## src/core/ees_defs.vh

```
// Constants for the two-wire serial memory slave front end.
// Assumes a 100 MHz system clock and a Wishbone classic register port.
`ifndef EES_DEFS_VH
`define EES_DEFS_VH

// ****************************************************************
// Protocol constants
// ****************************************************************
`define EES_DEV_CODE 4'h6 // Arbitrary device-type code
`define EES_CTRL_HI 7
`define EES_CTRL_LO 4
`define EES_RW_BIT 0
`define EES_PAGE_BITS 3
`define EES_ADDR_BITS 7

// ****************************************************************
// Timing
// ****************************************************************
`define EES_CLK_MHZ 100
`define EES_TWC_US 5000
`define EES_TWC_CYCLES 20'd500000 // 5000 us at 100 MHz, sized for the timer

// ****************************************************************
// Register map, byte addresses
// ****************************************************************
`define EES_REG_CTRL 8'h00
`define EES_REG_STAT 8'h04
`define EES_REG_WCNT 8'h08
`define EES_CTRL_SWP 0
`define EES_CTRL_RST 32'h00000000
`define EES_STAT_BUSY 0
`define EES_STAT_PEND 1
`define EES_STAT_ACT 2
`define EES_STAT_WP 3
`define EES_STAT_PTR_LO 8

`endif

```

## src/core/ees_i2c_slave_dummy_guard.v

```verilog
`timescale 1ns/10ps
`default_nettype none
`default_nettype wire

```

## src/core/ees_i2c_slave.v

```verilog
// Two-wire bus slave of a 128 x 8 serial memory, with Wishbone status port.
// Assumes scl_i, sda_i and wp_i come from pins, outside the clock domain,
// and that the sda wire is resolved outside from sda_o and sda_oe_o.
`timescale 1ns/10ps
`default_nettype none
`include "ees_defs.vh"

// Operation
// Upper four control bits must match code
// Block-select bits are ignored entirely
// Control bit zero selects read or write
// Acknowledge matching control byte unless busy
// Word-address byte loads pointer, acknowledged
// Stop after data launches timed write
// No acknowledges while write cycle runs
// Up to eight bytes buffered until Stop
// Page write increments low pointer bits only
// Master must not cross page boundary
// Write-protect blocks writes, reads still work
// Current read uses last address plus one
// Read byte shifted out after acknowledge
// Repeated Start keeps pointer, drops write
// Master acknowledge continues with next byte
// Pointer increments after every byte
// Data changes only while clock low
// Start and Stop framed by clock high
// Write cycle ends within five milliseconds
// No master acknowledge releases data line
// Seven-bit pointer wraps, top bit ignored
// Mismatch ignores bus until next Start
module ees_i2c_slave #(
    parameter [19:0] TWC_CYCLES = `EES_TWC_CYCLES
) (
    input wire clk_i,
    input wire rst_i,
    input wire wb_cyc_i,
    input wire wb_stb_i,
    input wire wb_we_i,
    input wire [7:0] wb_adr_i,
    input wire [3:0] wb_sel_i,
    input wire [31:0] wb_dat_i,
    output reg wb_ack_o,
    output reg [31:0] wb_dat_o,
    input wire scl_i,
    input wire sda_i,
    output reg sda_o,
    output reg sda_oe_o,
    input wire wp_i
);

    // ****************************************************************
    // States and decode helpers
    // ****************************************************************
    localparam [4:0] S_IDLE = 5'h01;
    localparam [4:0] S_RXB = 5'h02;
    localparam [4:0] S_RACK = 5'h04;
    localparam [4:0] S_TXB = 5'h08;
    localparam [4:0] S_TACK = 5'h10;

    localparam [1:0] K_CTRL = 2'h0;
    localparam [1:0] K_ADDR = 2'h1;
    localparam [1:0] K_DATA = 2'h2;

    // Register select, shared by the read mux and the write path
    function [1:0] reg_sel;
        input [7:0] adr;
        begin
            case (adr)
                `EES_REG_CTRL: reg_sel = 2'h1;
                `EES_REG_STAT: reg_sel = 2'h2;
                `EES_REG_WCNT: reg_sel = 2'h3;
                default: reg_sel = 2'h0;
            endcase
        end
    endfunction

    // ****************************************************************
    // Pin synchronisers and bus condition detection
    // ****************************************************************
    reg scl_s1_ff, scl_s2_ff, scl_old_ff;
    reg sda_s1_ff, sda_s2_ff, sda_old_ff;
    reg wp_s1_ff, wp_s2_ff;

    // Two flops per pin, a third on scl and sda for edges; the first stage feeds no logic
    always @(posedge clk_i) begin
        if (rst_i) begin
            scl_s1_ff <= 1'b1;
            scl_s2_ff <= 1'b1;
            scl_old_ff <= 1'b1;
            sda_s1_ff <= 1'b1;
            sda_s2_ff <= 1'b1;
            sda_old_ff <= 1'b1;
            wp_s1_ff <= 1'b0;
            wp_s2_ff <= 1'b0;
        end else begin
            scl_s1_ff <= scl_i;
            scl_s2_ff <= scl_s1_ff;
            scl_old_ff <= scl_s2_ff;
            sda_s1_ff <= sda_i;
            sda_s2_ff <= sda_s1_ff;
            sda_old_ff <= sda_s2_ff;
            wp_s1_ff <= wp_i;
            wp_s2_ff <= wp_s1_ff;
        end
    end

    // Data edges with clock high are framing, never data
    wire scl_rise = scl_s2_ff & ~scl_old_ff;
    wire scl_fall = ~scl_s2_ff & scl_old_ff;
    wire start_det = scl_s2_ff & scl_old_ff & sda_old_ff & ~sda_s2_ff;
    wire stop_det = scl_s2_ff & scl_old_ff & ~sda_old_ff & sda_s2_ff;

    // ****************************************************************
    // Protocol state
    // ****************************************************************
    reg [4:0] state_ff;
    reg [1:0] kind_ff;
    reg [3:0] cnt_ff;
    reg [7:0] shift_ff;
    reg [7:0] txd_ff;
    reg rw_ff;
    reg [6:0] ptr_ff;
    reg [3:0] page_ff;
    reg pend_ff;
    reg busy_ff;
    reg [19:0] timer_ff;
    reg [7:0] bvalid_ff;
    reg [7:0] buf_ff [0:7];
    reg [7:0] mem [0:127];
    reg commit_ff;
    reg [31:0] ctrl_ff;
    reg [15:0] wcnt_ff;

    wire [7:0] rx_byte = {shift_ff[6:0], sda_s2_ff};
    wire protect = wp_s2_ff | ctrl_ff[`EES_CTRL_SWP];
    wire [2:0] idx = ptr_ff[2:0];

    // Main bus engine: framing first, then bit events by state
    always @(posedge clk_i) begin
        if (rst_i) begin
            state_ff <= S_IDLE;
            kind_ff <= K_CTRL;
            cnt_ff <= 4'h0;
            shift_ff <= 8'h00;
            txd_ff <= 8'h00;
            rw_ff <= 1'b0;
            ptr_ff <= 7'h00;
            page_ff <= 4'h0;
            pend_ff <= 1'b0;
            busy_ff <= 1'b0;
            timer_ff <= 20'h00000;
            bvalid_ff <= 8'h00;
            commit_ff <= 1'b0;
            wcnt_ff <= 16'h0000;
            sda_o <= 1'b0;
            sda_oe_o <= 1'b0;
        end else begin
            commit_ff <= 1'b0;
            // Internal write timer; acknowledges resume when it expires
            if (busy_ff) begin
                if (timer_ff == 20'h00001) begin
                    busy_ff <= 1'b0;
                end
                timer_ff <= timer_ff - 20'h00001;
            end
            if (start_det) begin
                // Repeated Start drops buffered data, pointer stays set
                state_ff <= S_RXB;
                kind_ff <= K_CTRL;
                cnt_ff <= 4'h0;
                sda_oe_o <= 1'b0;
                pend_ff <= 1'b0;
                bvalid_ff <= 8'h00;
            end else if (stop_det) begin
                state_ff <= S_IDLE;
                sda_oe_o <= 1'b0;
                pend_ff <= 1'b0;
                bvalid_ff <= 8'h00;
                // Protected array takes no write and starts no cycle
                if (pend_ff && !protect) begin
                    commit_ff <= 1'b1;
                    busy_ff <= 1'b1;
                    timer_ff <= TWC_CYCLES;
                    wcnt_ff <= wcnt_ff + 16'h0001;
                end
            end else begin
                case (state_ff)
                    S_IDLE: begin
                        // Released line, waiting for the next Start
                        sda_oe_o <= 1'b0;
                    end
                    S_RXB: begin
                        if (scl_rise) begin
                            shift_ff <= rx_byte;
                            cnt_ff <= cnt_ff + 4'h1;
                            if (cnt_ff == 4'h7) begin
                                state_ff <= S_RACK;
                                case (kind_ff)
                                    K_CTRL: begin
                                        // Block-select bits 3..1 never looked at
                                        if (rx_byte[`EES_CTRL_HI:`EES_CTRL_LO] != `EES_DEV_CODE
                                            || busy_ff) begin
                                            state_ff <= S_IDLE;
                                        end
                                        rw_ff <= rx_byte[`EES_RW_BIT];
                                    end
                                    K_ADDR: begin
                                        // Top word-address bit is dropped
                                        ptr_ff <= rx_byte[6:0];
                                        page_ff <= rx_byte[6:3];
                                        kind_ff <= K_DATA;
                                    end
                                    default: begin
                                        // Ninth byte lands on the first slot again
                                        buf_ff[idx] <= rx_byte;
                                        bvalid_ff[idx] <= 1'b1;
                                        ptr_ff <= {ptr_ff[6:3], idx + 3'h1};
                                        pend_ff <= 1'b1;
                                    end
                                endcase
                            end
                        end
                    end
                    S_RACK: begin
                        if (scl_fall) begin
                            if (cnt_ff == 4'h8) begin
                                sda_oe_o <= 1'b1;
                                cnt_ff <= 4'h9;
                            end else begin
                                sda_oe_o <= 1'b0;
                                cnt_ff <= 4'h0;
                                if (kind_ff == K_CTRL && rw_ff) begin
                                    // Read: first bit goes out on this low phase
                                    txd_ff <= mem[ptr_ff];
                                    sda_oe_o <= ~mem[ptr_ff][7];
                                    state_ff <= S_TXB;
                                end else begin
                                    if (kind_ff == K_CTRL) begin
                                        kind_ff <= K_ADDR;
                                    end
                                    state_ff <= S_RXB;
                                end
                            end
                        end
                    end
                    S_TXB: begin
                        if (scl_rise) begin
                            cnt_ff <= cnt_ff + 4'h1;
                            if (cnt_ff == 4'h7) begin
                                ptr_ff <= ptr_ff + 7'h01;
                                state_ff <= S_TACK;
                            end
                        end else if (scl_fall && cnt_ff != 4'h0) begin
                            txd_ff <= {txd_ff[6:0], 1'b0};
                            sda_oe_o <= ~txd_ff[6];
                        end
                    end
                    S_TACK: begin
                        if (scl_fall && cnt_ff == 4'h8) begin
                            sda_oe_o <= 1'b0;
                            cnt_ff <= 4'h9;
                        end else if (scl_rise && cnt_ff == 4'h9) begin
                            if (sda_s2_ff) begin
                                state_ff <= S_IDLE;
                            end else begin
                                cnt_ff <= 4'ha;
                            end
                        end else if (scl_fall && cnt_ff == 4'ha) begin
                            txd_ff <= mem[ptr_ff];
                            sda_oe_o <= ~mem[ptr_ff][7];
                            cnt_ff <= 4'h0;
                            state_ff <= S_TXB;
                        end
                    end
                    default: begin
                        state_ff <= S_IDLE;
                    end
                endcase
            end
        end
    end

    // ****************************************************************
    // Array commit
    // ****************************************************************
    // Snapshot of page and valid bits, taken as the Stop is seen
    reg [7:0] bvalid_q;
    reg [3:0] page_q;
    wire [7:0] slot_we;
    integer s;

    // One write enable per buffered slot
    genvar g;
    generate
        for (g = 0; g < 8; g = g + 1) begin : g_commit
            assign slot_we[g] = commit_ff & bvalid_q[g];
        end
    endgenerate

    // Page copy in one cycle; the timer models the slow array write.
    // A single process owns the array, so it keeps one driver.
    always @(posedge clk_i) begin
        for (s = 0; s < 8; s = s + 1) begin
            if (slot_we[s]) begin
                mem[{page_q, s[2:0]}] <= buf_ff[s];
            end
        end
    end

    // Snapshot update
    always @(posedge clk_i) begin
        if (rst_i) begin
            bvalid_q <= 8'h00;
            page_q <= 4'h0;
        end else if (stop_det) begin
            bvalid_q <= bvalid_ff;
            page_q <= page_ff;
        end
    end

    // ****************************************************************
    // Wishbone classic slave
    // ****************************************************************
    wire wb_req = wb_cyc_i & wb_stb_i;
    wire [1:0] sel_now = reg_sel(wb_adr_i);

    // Ack one cycle after the request; a write lands on the ack edge
    always @(posedge clk_i) begin
        if (rst_i) begin
            wb_ack_o <= 1'b0;
            wb_dat_o <= 32'h00000000;
            ctrl_ff <= `EES_CTRL_RST;
        end else begin
            wb_ack_o <= wb_req & ~wb_ack_o;
            if (wb_req && !wb_ack_o) begin
                case (sel_now)
                    2'h1: wb_dat_o <= ctrl_ff;
                    2'h2: wb_dat_o <= {17'h00000, ptr_ff, 4'h0,
                                       protect, state_ff != S_IDLE, pend_ff, busy_ff};
                    2'h3: wb_dat_o <= {16'h0000, wcnt_ff};
                    default: wb_dat_o <= 32'h00000000;
                endcase
            end
            if (wb_req && wb_ack_o && wb_we_i && sel_now == 2'h1 && wb_sel_i[0]) begin
                ctrl_ff <= {31'h00000000, wb_dat_i[`EES_CTRL_SWP]};
            end
        end
    end

endmodule // ees_i2c_slave
`default_nettype wire

```

## config.mk

```make
export PLATFORM = sky130hd
export DESIGN_NAME = ees_i2c_slave
export DESIGN_NICKNAME = d
export VERILOG_FILES = /design/src/core/ees_i2c_slave_dummy_guard.v /design/src/core/ees_i2c_slave.v
export VERILOG_INCLUDE_DIRS = /design/src /design/src/core
export SDC_FILE = /design/constraint.sdc
export NUM_CORES = 1
export LEC_CHECK = 0
export BUFFER_PORTS_ARGS = -buffer_cell sky130_fd_sc_hd__buf_4
export CAP_MARGIN = 0
export CORE_ASPECT_RATIO = 1.75
export CORE_UTILIZATION = 40
export CTS_BUF_LIST = sky130_fd_sc_hd__clkbuf_16
export CTS_CLUSTER_SIZE = 30
export DETAILED_ROUTE_END_ITERATION = 10
export HOLD_SLACK_MARGIN = 0.08
export PLACE_DENSITY = 0.6
export SLEW_MARGIN = 20
export SYNTH_ARGS = -nofsm -noshare
export SYNTH_HDL_FRONTEND = slang
export SYNTH_SLANG_ARGS = --single-unit
```

## constraint.sdc

```tcl
create_clock -name clk_i -period 5.6 [get_ports clk_i]
set_input_delay 0.28 -clock clk_i [delete_from_list [all_inputs] [get_ports clk_i]]
set_output_delay 0.28 -clock clk_i [all_outputs]
set_load 0.1 [all_outputs]
```

* Yosys cells after proc, flatten, opt, wreduce, memory -nomap -nowiden
Memory sizes are Yosys's and may differ from the RTL's. Cells that the tools add are included.
Storage, ports and cells: bits in writable memories 1088, memories kept 2, bits in registers 139, bits in latches 0, bits of input ports 52, memory bits (read-only) 0, output and inout port bits 35, word-level logic and storage cells 255
Memory list:
- mem | words 128, bits a word 8, rd ports 1, clocked after memory_dff 0, write ports 8, line ees_i2c_slave.v:129 | reg [7:0] mem [0:127];
- buf_ff | words 8, bits a word 8, rd ports 8, clocked after memory_dff 0, write ports 1, line ees_i2c_slave.v:128 | reg [7:0] buf_ff [0:7];
Cells by class: magnitude comparators 2, divide/modulo/power cells 0, $add $sub $neg 5, muxes and demuxes 94, multiply operators 0, reductions and logical operators 41, bitwise gates (word level) 30, shift operators 0, equal/unequal tests 51
Operators with widths (number):
- 7-bit 2-to-1 mux | 12
- 20-bit 2-to-1 mux | 4
- 5-bit 2-to-1 mux | 10
- 16-bit case mux with 3 select lines | 1
- 1-bit 2-to-1 mux | 39
- 4-bit inequality test (second input constant) | 9
- 4-bit 2-to-1 mux | 8
- 2-bit inequality test (second input constant) | 15
- 7-bit case mux with 2 select lines | 2
- 5-bit case mux with 5 select lines | 1
- 6-bit AND reduction | 4
- 7-bit case mux with 3 select lines | 1
- 20-bit by 1-bit == test with 1-bit output (second input constant) | 1
- 10-bit AND reduction | 2
- 20-bit by 1-bit subtractor with 20-bit output (second input constant) | 1
- 2-bit 2-to-1 mux | 9
- 9-bit AND reduction | 2
- 1-bit AND | 17
- 16-bit by 1-bit adder with 16-bit output (second input constant) | 1
- 3-bit inequality test (second input constant) | 5
- 4-bit == test (second input constant) | 3
- 1-bit logical AND | 12
- 4-bit case mux with 3 select lines | 1
- 1-bit inverter | 11
- other kinds (39) | 52

* Depth between registers and ports, before layout
depth in word-level cells 10, mapped depth 12, gate-level depth less buffers 9

* Worst setup path after synthesis
OpenSTA, ideal clock, no wires.
path kind flip-flop to flip-flop, start reg ptr_ff[0], end mem buf_ff[7][0], enable pin, stages on the path, launching flop included 9, period minus slack after synthesis 2.983 ns, setup slack 2.617 ns, setup time 0.398 ns, buffers on the path 6, data arrival time 2.585 ns, required time 5.202 ns, path through dfxtp_1 clkbuf_1 buf_2 buf_2 buf_4 buf_2 buf_2 nand2_1 nor4_1
RTL lines:
- start: declaration | line ees_i2c_slave.v:122 | reg [6:0] ptr_ff;
- start signal: assignment | line ees_i2c_slave.v:209 | ptr_ff <= rx_byte[6:0];
- start signal: assignment | line ees_i2c_slave.v:217 | ptr_ff <= {ptr_ff[6:3], idx + 3'h1};
- start signal: assignment | line ees_i2c_slave.v:250 | ptr_ff <= ptr_ff + 7'h01;
- end: declaration | line ees_i2c_slave.v:128
No word-level cell before the write port.

* Worst setup path after layout
start reg state_ff[3], end mem buf_ff[1][1], enable pin
On the way: cells in the longest elaborated chain, start to end 6
RTL lines:
- start: declaration | line ees_i2c_slave.v:116 | reg [4:0] state_ff;
- start signal: assignment | line ees_i2c_slave.v:141 | state_ff <= S_IDLE;
- start signal: assignment | line ees_i2c_slave.v:168 | state_ff <= S_RXB;
- start signal: assignment | line ees_i2c_slave.v:175 | state_ff <= S_IDLE;
- 5-bit by 2-bit == test with 1-bit output | line ees_i2c_slave.v:187 | case (state_ff)
- 1-bit 2-to-1 mux | line ees_i2c_slave.v:187
- 1-bit 2-to-1 mux | line ees_i2c_slave.v:174 | end else if (stop_det) begin
- 1-bit 2-to-1 mux | line ees_i2c_slave.v:166 | if (start_det) begin
- 1-bit 2-to-1 mux | line ees_i2c_slave.v:140 | if (rst_i) begin
- 1-bit 2-to-1 mux (not written as such) | line ees_i2c_slave.v:215 | buf_ff[idx] <= rx_byte;
No other way between the ends.

==> results.md <==
- Outcome: finished with violations
- Failing checks: design-rule violations
- Relative slew slack: between 10% and 20%
- Biggest area consumer among synthesized cells: sky130_fd_sc_hd__edfxtp_1
- Width of the die: 261 um
- Worst VDD drop: 0.330 mV
- Setup WS pre-CTS: roughly 1800 ps
- Setup CP Type: reg -> reg
- Average cell area after synthesis: ~18 um^2
- Share of the synthesized area in the top cell type: 69.7%
- Max H-tree Level: 3
- Number of nets with antenna violations after routing: 0
- Final setup margin: 1720 ps
- Total power: approximately 17 mW
- Clock insertion delay at the later pin of the skew report: 720 ps
- Initial standard-cell utilization of the core: 40.5%
- Via count of the first global-routing pass: 27.0k
- Number of remaining DRC errors: 12
- Iteration count of the initial detailed-routing pass: 9
- Clock slew at the register clock pins of the worst setup and hold paths: 60 ps
- Number of endpoints failing setup at the final stage: 0
- Sequential share of the synthesized area: ~75%
- Overall die area: between 100000 and 150000 um^2
- Clock Skews: roughly 17 ps
- Data required time at the worst endpoint: 5930 ps
- Area added between synthesis and finish: 12.0%
- TNS Setup: 0 ps
- Mapped cell area: about 47000 um^2
- Maximum number of pins on one net before global-route repair: between 60 and 70
- Startpoint kind of the worst setup timing path: register
- Placeable Area: around 120000 um^2
- Post-detailed-route via-to-cell ratio: around 6
- Critical path peak fanout: 10
- Hold crit path type: in -> reg
- Endpoint type of the worst setup path: register
- Total CTS buffers: 98
- F_max: around 0.26 GHz
- Rows: about 170
- Final slew viol count: 0
- Period utilization: 69.3%
- Buffer levels on the longest clock path: 3
- Number of antenna violations at the first check in global routing: 11
- Most common cell in the netlist: sky130_fd_sc_hd__edfxtp_1
- Cell count after placement: approximately 4.1k
- TritonCTS clock tree: built
- Measured slew at the worst slew-check pin: roughly 1200 ps
- Hold slack: roughly 210 ps
- DRC marker count from the first detailed-route iteration: 2861
- RSZ-0062 raised after global routing: no
- Arrival time at the worst endpoint: ~4200 ps
- Most common flop cell mapped by yosys: sky130_fd_sc_hd__edfxtp_1
- Number of buffer cells added on primary ports: 35
- Post-synth cell types: 72
- Die outline height: 455 um
- Root buffer cell: sky130_fd_sc_hd__clkbuf_16
- Biggest area contributors in the synthesized netlist: sky130_fd_sc_hd__edfxtp_1, sky130_fd_sc_hd__mux4_2, sky130_fd_sc_hd__dfxtp_1
- Count of non-filler cells in the finished layout: approximately 4.3k
- Final critical delay including setup and external delays: about 3900 ps
- Number of nets in the layout: about 2.7k
- Total detailed-routing wirelength: 152 mm
- Pleak: between 15 and 20 nW
- Routed wire length per instance: around 36 um
- Global router's overall resource usage: 26.0%
- Hold Fails Final Rpt: 0
- Number of resized instances in the post-cts repair step: 0
- Share of final-layout standard cells stronger than drive strength 1: 20.5%
- Total via count in the routed design: between 20k and 30k
- #FFs+latches synth: roughly 1.2k
- Commonest cells post-synth: sky130_fd_sc_hd__edfxtp_1, sky130_fd_sc_hd__mux4_2, sky130_fd_sc_hd__nor2_1, sky130_fd_sc_hd__nand2_1, sky130_fd_sc_hd__dfxtp_1
- Count of flip-flops with a built-in enable after synthesis: between 1k and 1.5k
- Count of clock tree sinks: around 1.2k
- Grt total ovfl: 0
- Routability congestion estimate: just over 1
- Number of top-level pins: between 80 and 90
- Post-Syn Instances: between 2k and 3k
- Async set-reset flop share out of synthesis: 0%
- Power density normalized to cell area: between 300 and 400 nW/um^2
- Yosys warns: 0
- HPWL Detailed: between 100 and 150 mm
- Wire length of the first global-routing pass: roughly 210 mm
- Max-cap viol count: 0
## final timing paths
kind               startpoint      endpoint  slack [ps]  depth (start not counted)
setup / recovery  state_ff[3]  buf_ff[1][1]        1720                          7
hold / removal    wb_adr_i[0]  wb_dat_o[15]         210                          6
setup reg to reg  state_ff[3]  buf_ff[1][1]        1720                          7
hold reg to reg     scl_s1_ff     scl_s2_ff         410                          1
## metal layers
metal  global-route usage [%]  wire length [um]  share of wire [%]  vias to the layer above
met5                        0                11             0.0072                        -
met4                     19.7             12900                8.5                        2
met3                     4.34             12200                8.0                      441
met2                     44.9             77900                 51                     1581
met1                     28.5             49100                 32                    13701
li1                         -                 -                  -                    10493
## sequential cells by signal, summed over array words and instances, names as in the netlist, 2 cells and up
signal / flops
page_q: 4
state_ff: 5
buf_ff: 64
cnt_ff: 4
ptr_ff: 7
kind_ff: 2
bvalid_ff: 8
txd_ff: 7
bvalid_q: 8
mem: 1024
page_ff: 4
wcnt_ff: 16
timer_ff: 20
shift_ff: 7
wb_dat_o: 16
## cells in the final DEF (no fill, tap or decap), types with 13 or more instances in the layout
cell type                   count
sky130_fd_sc_hd__o22ai_1       14
sky130_fd_sc_hd__mux2i_1       27
sky130_fd_sc_hd__a221oi_1      32
sky130_fd_sc_hd__nand3_1       34
sky130_fd_sc_hd__nor2b_1       14
sky130_fd_sc_hd__o21ai_0       33
sky130_fd_sc_hd__a22oi_1       90
sky130_fd_sc_hd__clkinv_1      23
sky130_fd_sc_hd__mux4_2       256
sky130_fd_sc_hd__nor3_1        13
sky130_fd_sc_hd__clkbuf_16    100
sky130_fd_sc_hd__buf_4        125
sky130_fd_sc_hd__a21oi_1       67
sky130_fd_sc_hd__inv_1         33
sky130_fd_sc_hd__conb_1        17
sky130_fd_sc_hd__nand2_1      173
sky130_fd_sc_hd__edfxtp_1    1088
sky130_fd_sc_hd__clkinv_2      16
sky130_fd_sc_hd__a211oi_1      16
sky130_fd_sc_hd__dfxtp_1      119
sky130_fd_sc_hd__nor2_1       232
sky130_fd_sc_hd__xnor2_1       14
## critical path: stages, from the launching register on
cell                      delay, ps
sky130_fd_sc_hd__dfxtp_1        360
sky130_fd_sc_hd__nor3_1         330
sky130_fd_sc_hd__and3_1         470
sky130_fd_sc_hd__nand2_1        320
sky130_fd_sc_hd__or3_1          540
sky130_fd_sc_hd__nor3_2         310
sky130_fd_sc_hd__nand2_1        330
sky130_fd_sc_hd__nor3_1         830
## area by class of cell
class	count	area (um^2)
antenna	6	15.0
inverter	13	48.8
sequential	1211	35100
clock inverter	82	618
timing repair buffer	147	1220
fill	9790	63300
tap	1503	1880
clock buffer	100	2500
multi-input combinational	1198	11100
## report_power, final
group / leakage (nW) / switching [mW] / internal, mW / total [mW]
clock network: 1.61 / 3.25 / 3.62 / 6.87
registers: 10.8 / 0.0308 / 9.71 / 9.74
logic: 3.55 / 0.231 / 0.0907 / 0.322
total: 15.9 / 3.51 / 13.4 / 16.9
## kinds of logic (layout without fill, tap and decap cells)
kind of cell               after synthesis  count (layout)  share of synthesized area [%]
DFF                                   1211            1211                           74.9
and+or+nand+nor                        557             557                           5.27
AOI/OAI and AO/OA                      302             302                           4.45
muxes                                  289             289                           13.0
buffers and inverters                  170             342                           1.66
xor gates and xnor gates                25              25                          0.467
adders and majority gates                8               8                          0.213
other                                    1              23                        0.00800
## what timing repair did
action | 4_1_cts | 5_1_grt
hold endpoints to repair | 34 | 0
buffers inserted | 0 | 0
hold buffers | 12 | 0
## through the flow
step / instance area (um^2) / utilization (%)
floorplan: 47000 / -
global route: 52500 / 45.3
global placement: 49100 / 42.4
CTS: 52500 / 45.3
finish: 52500 / 45.3
detailed placement: 49200 / 42.5
No activity file was read; power rests on OpenSTA's default activity.
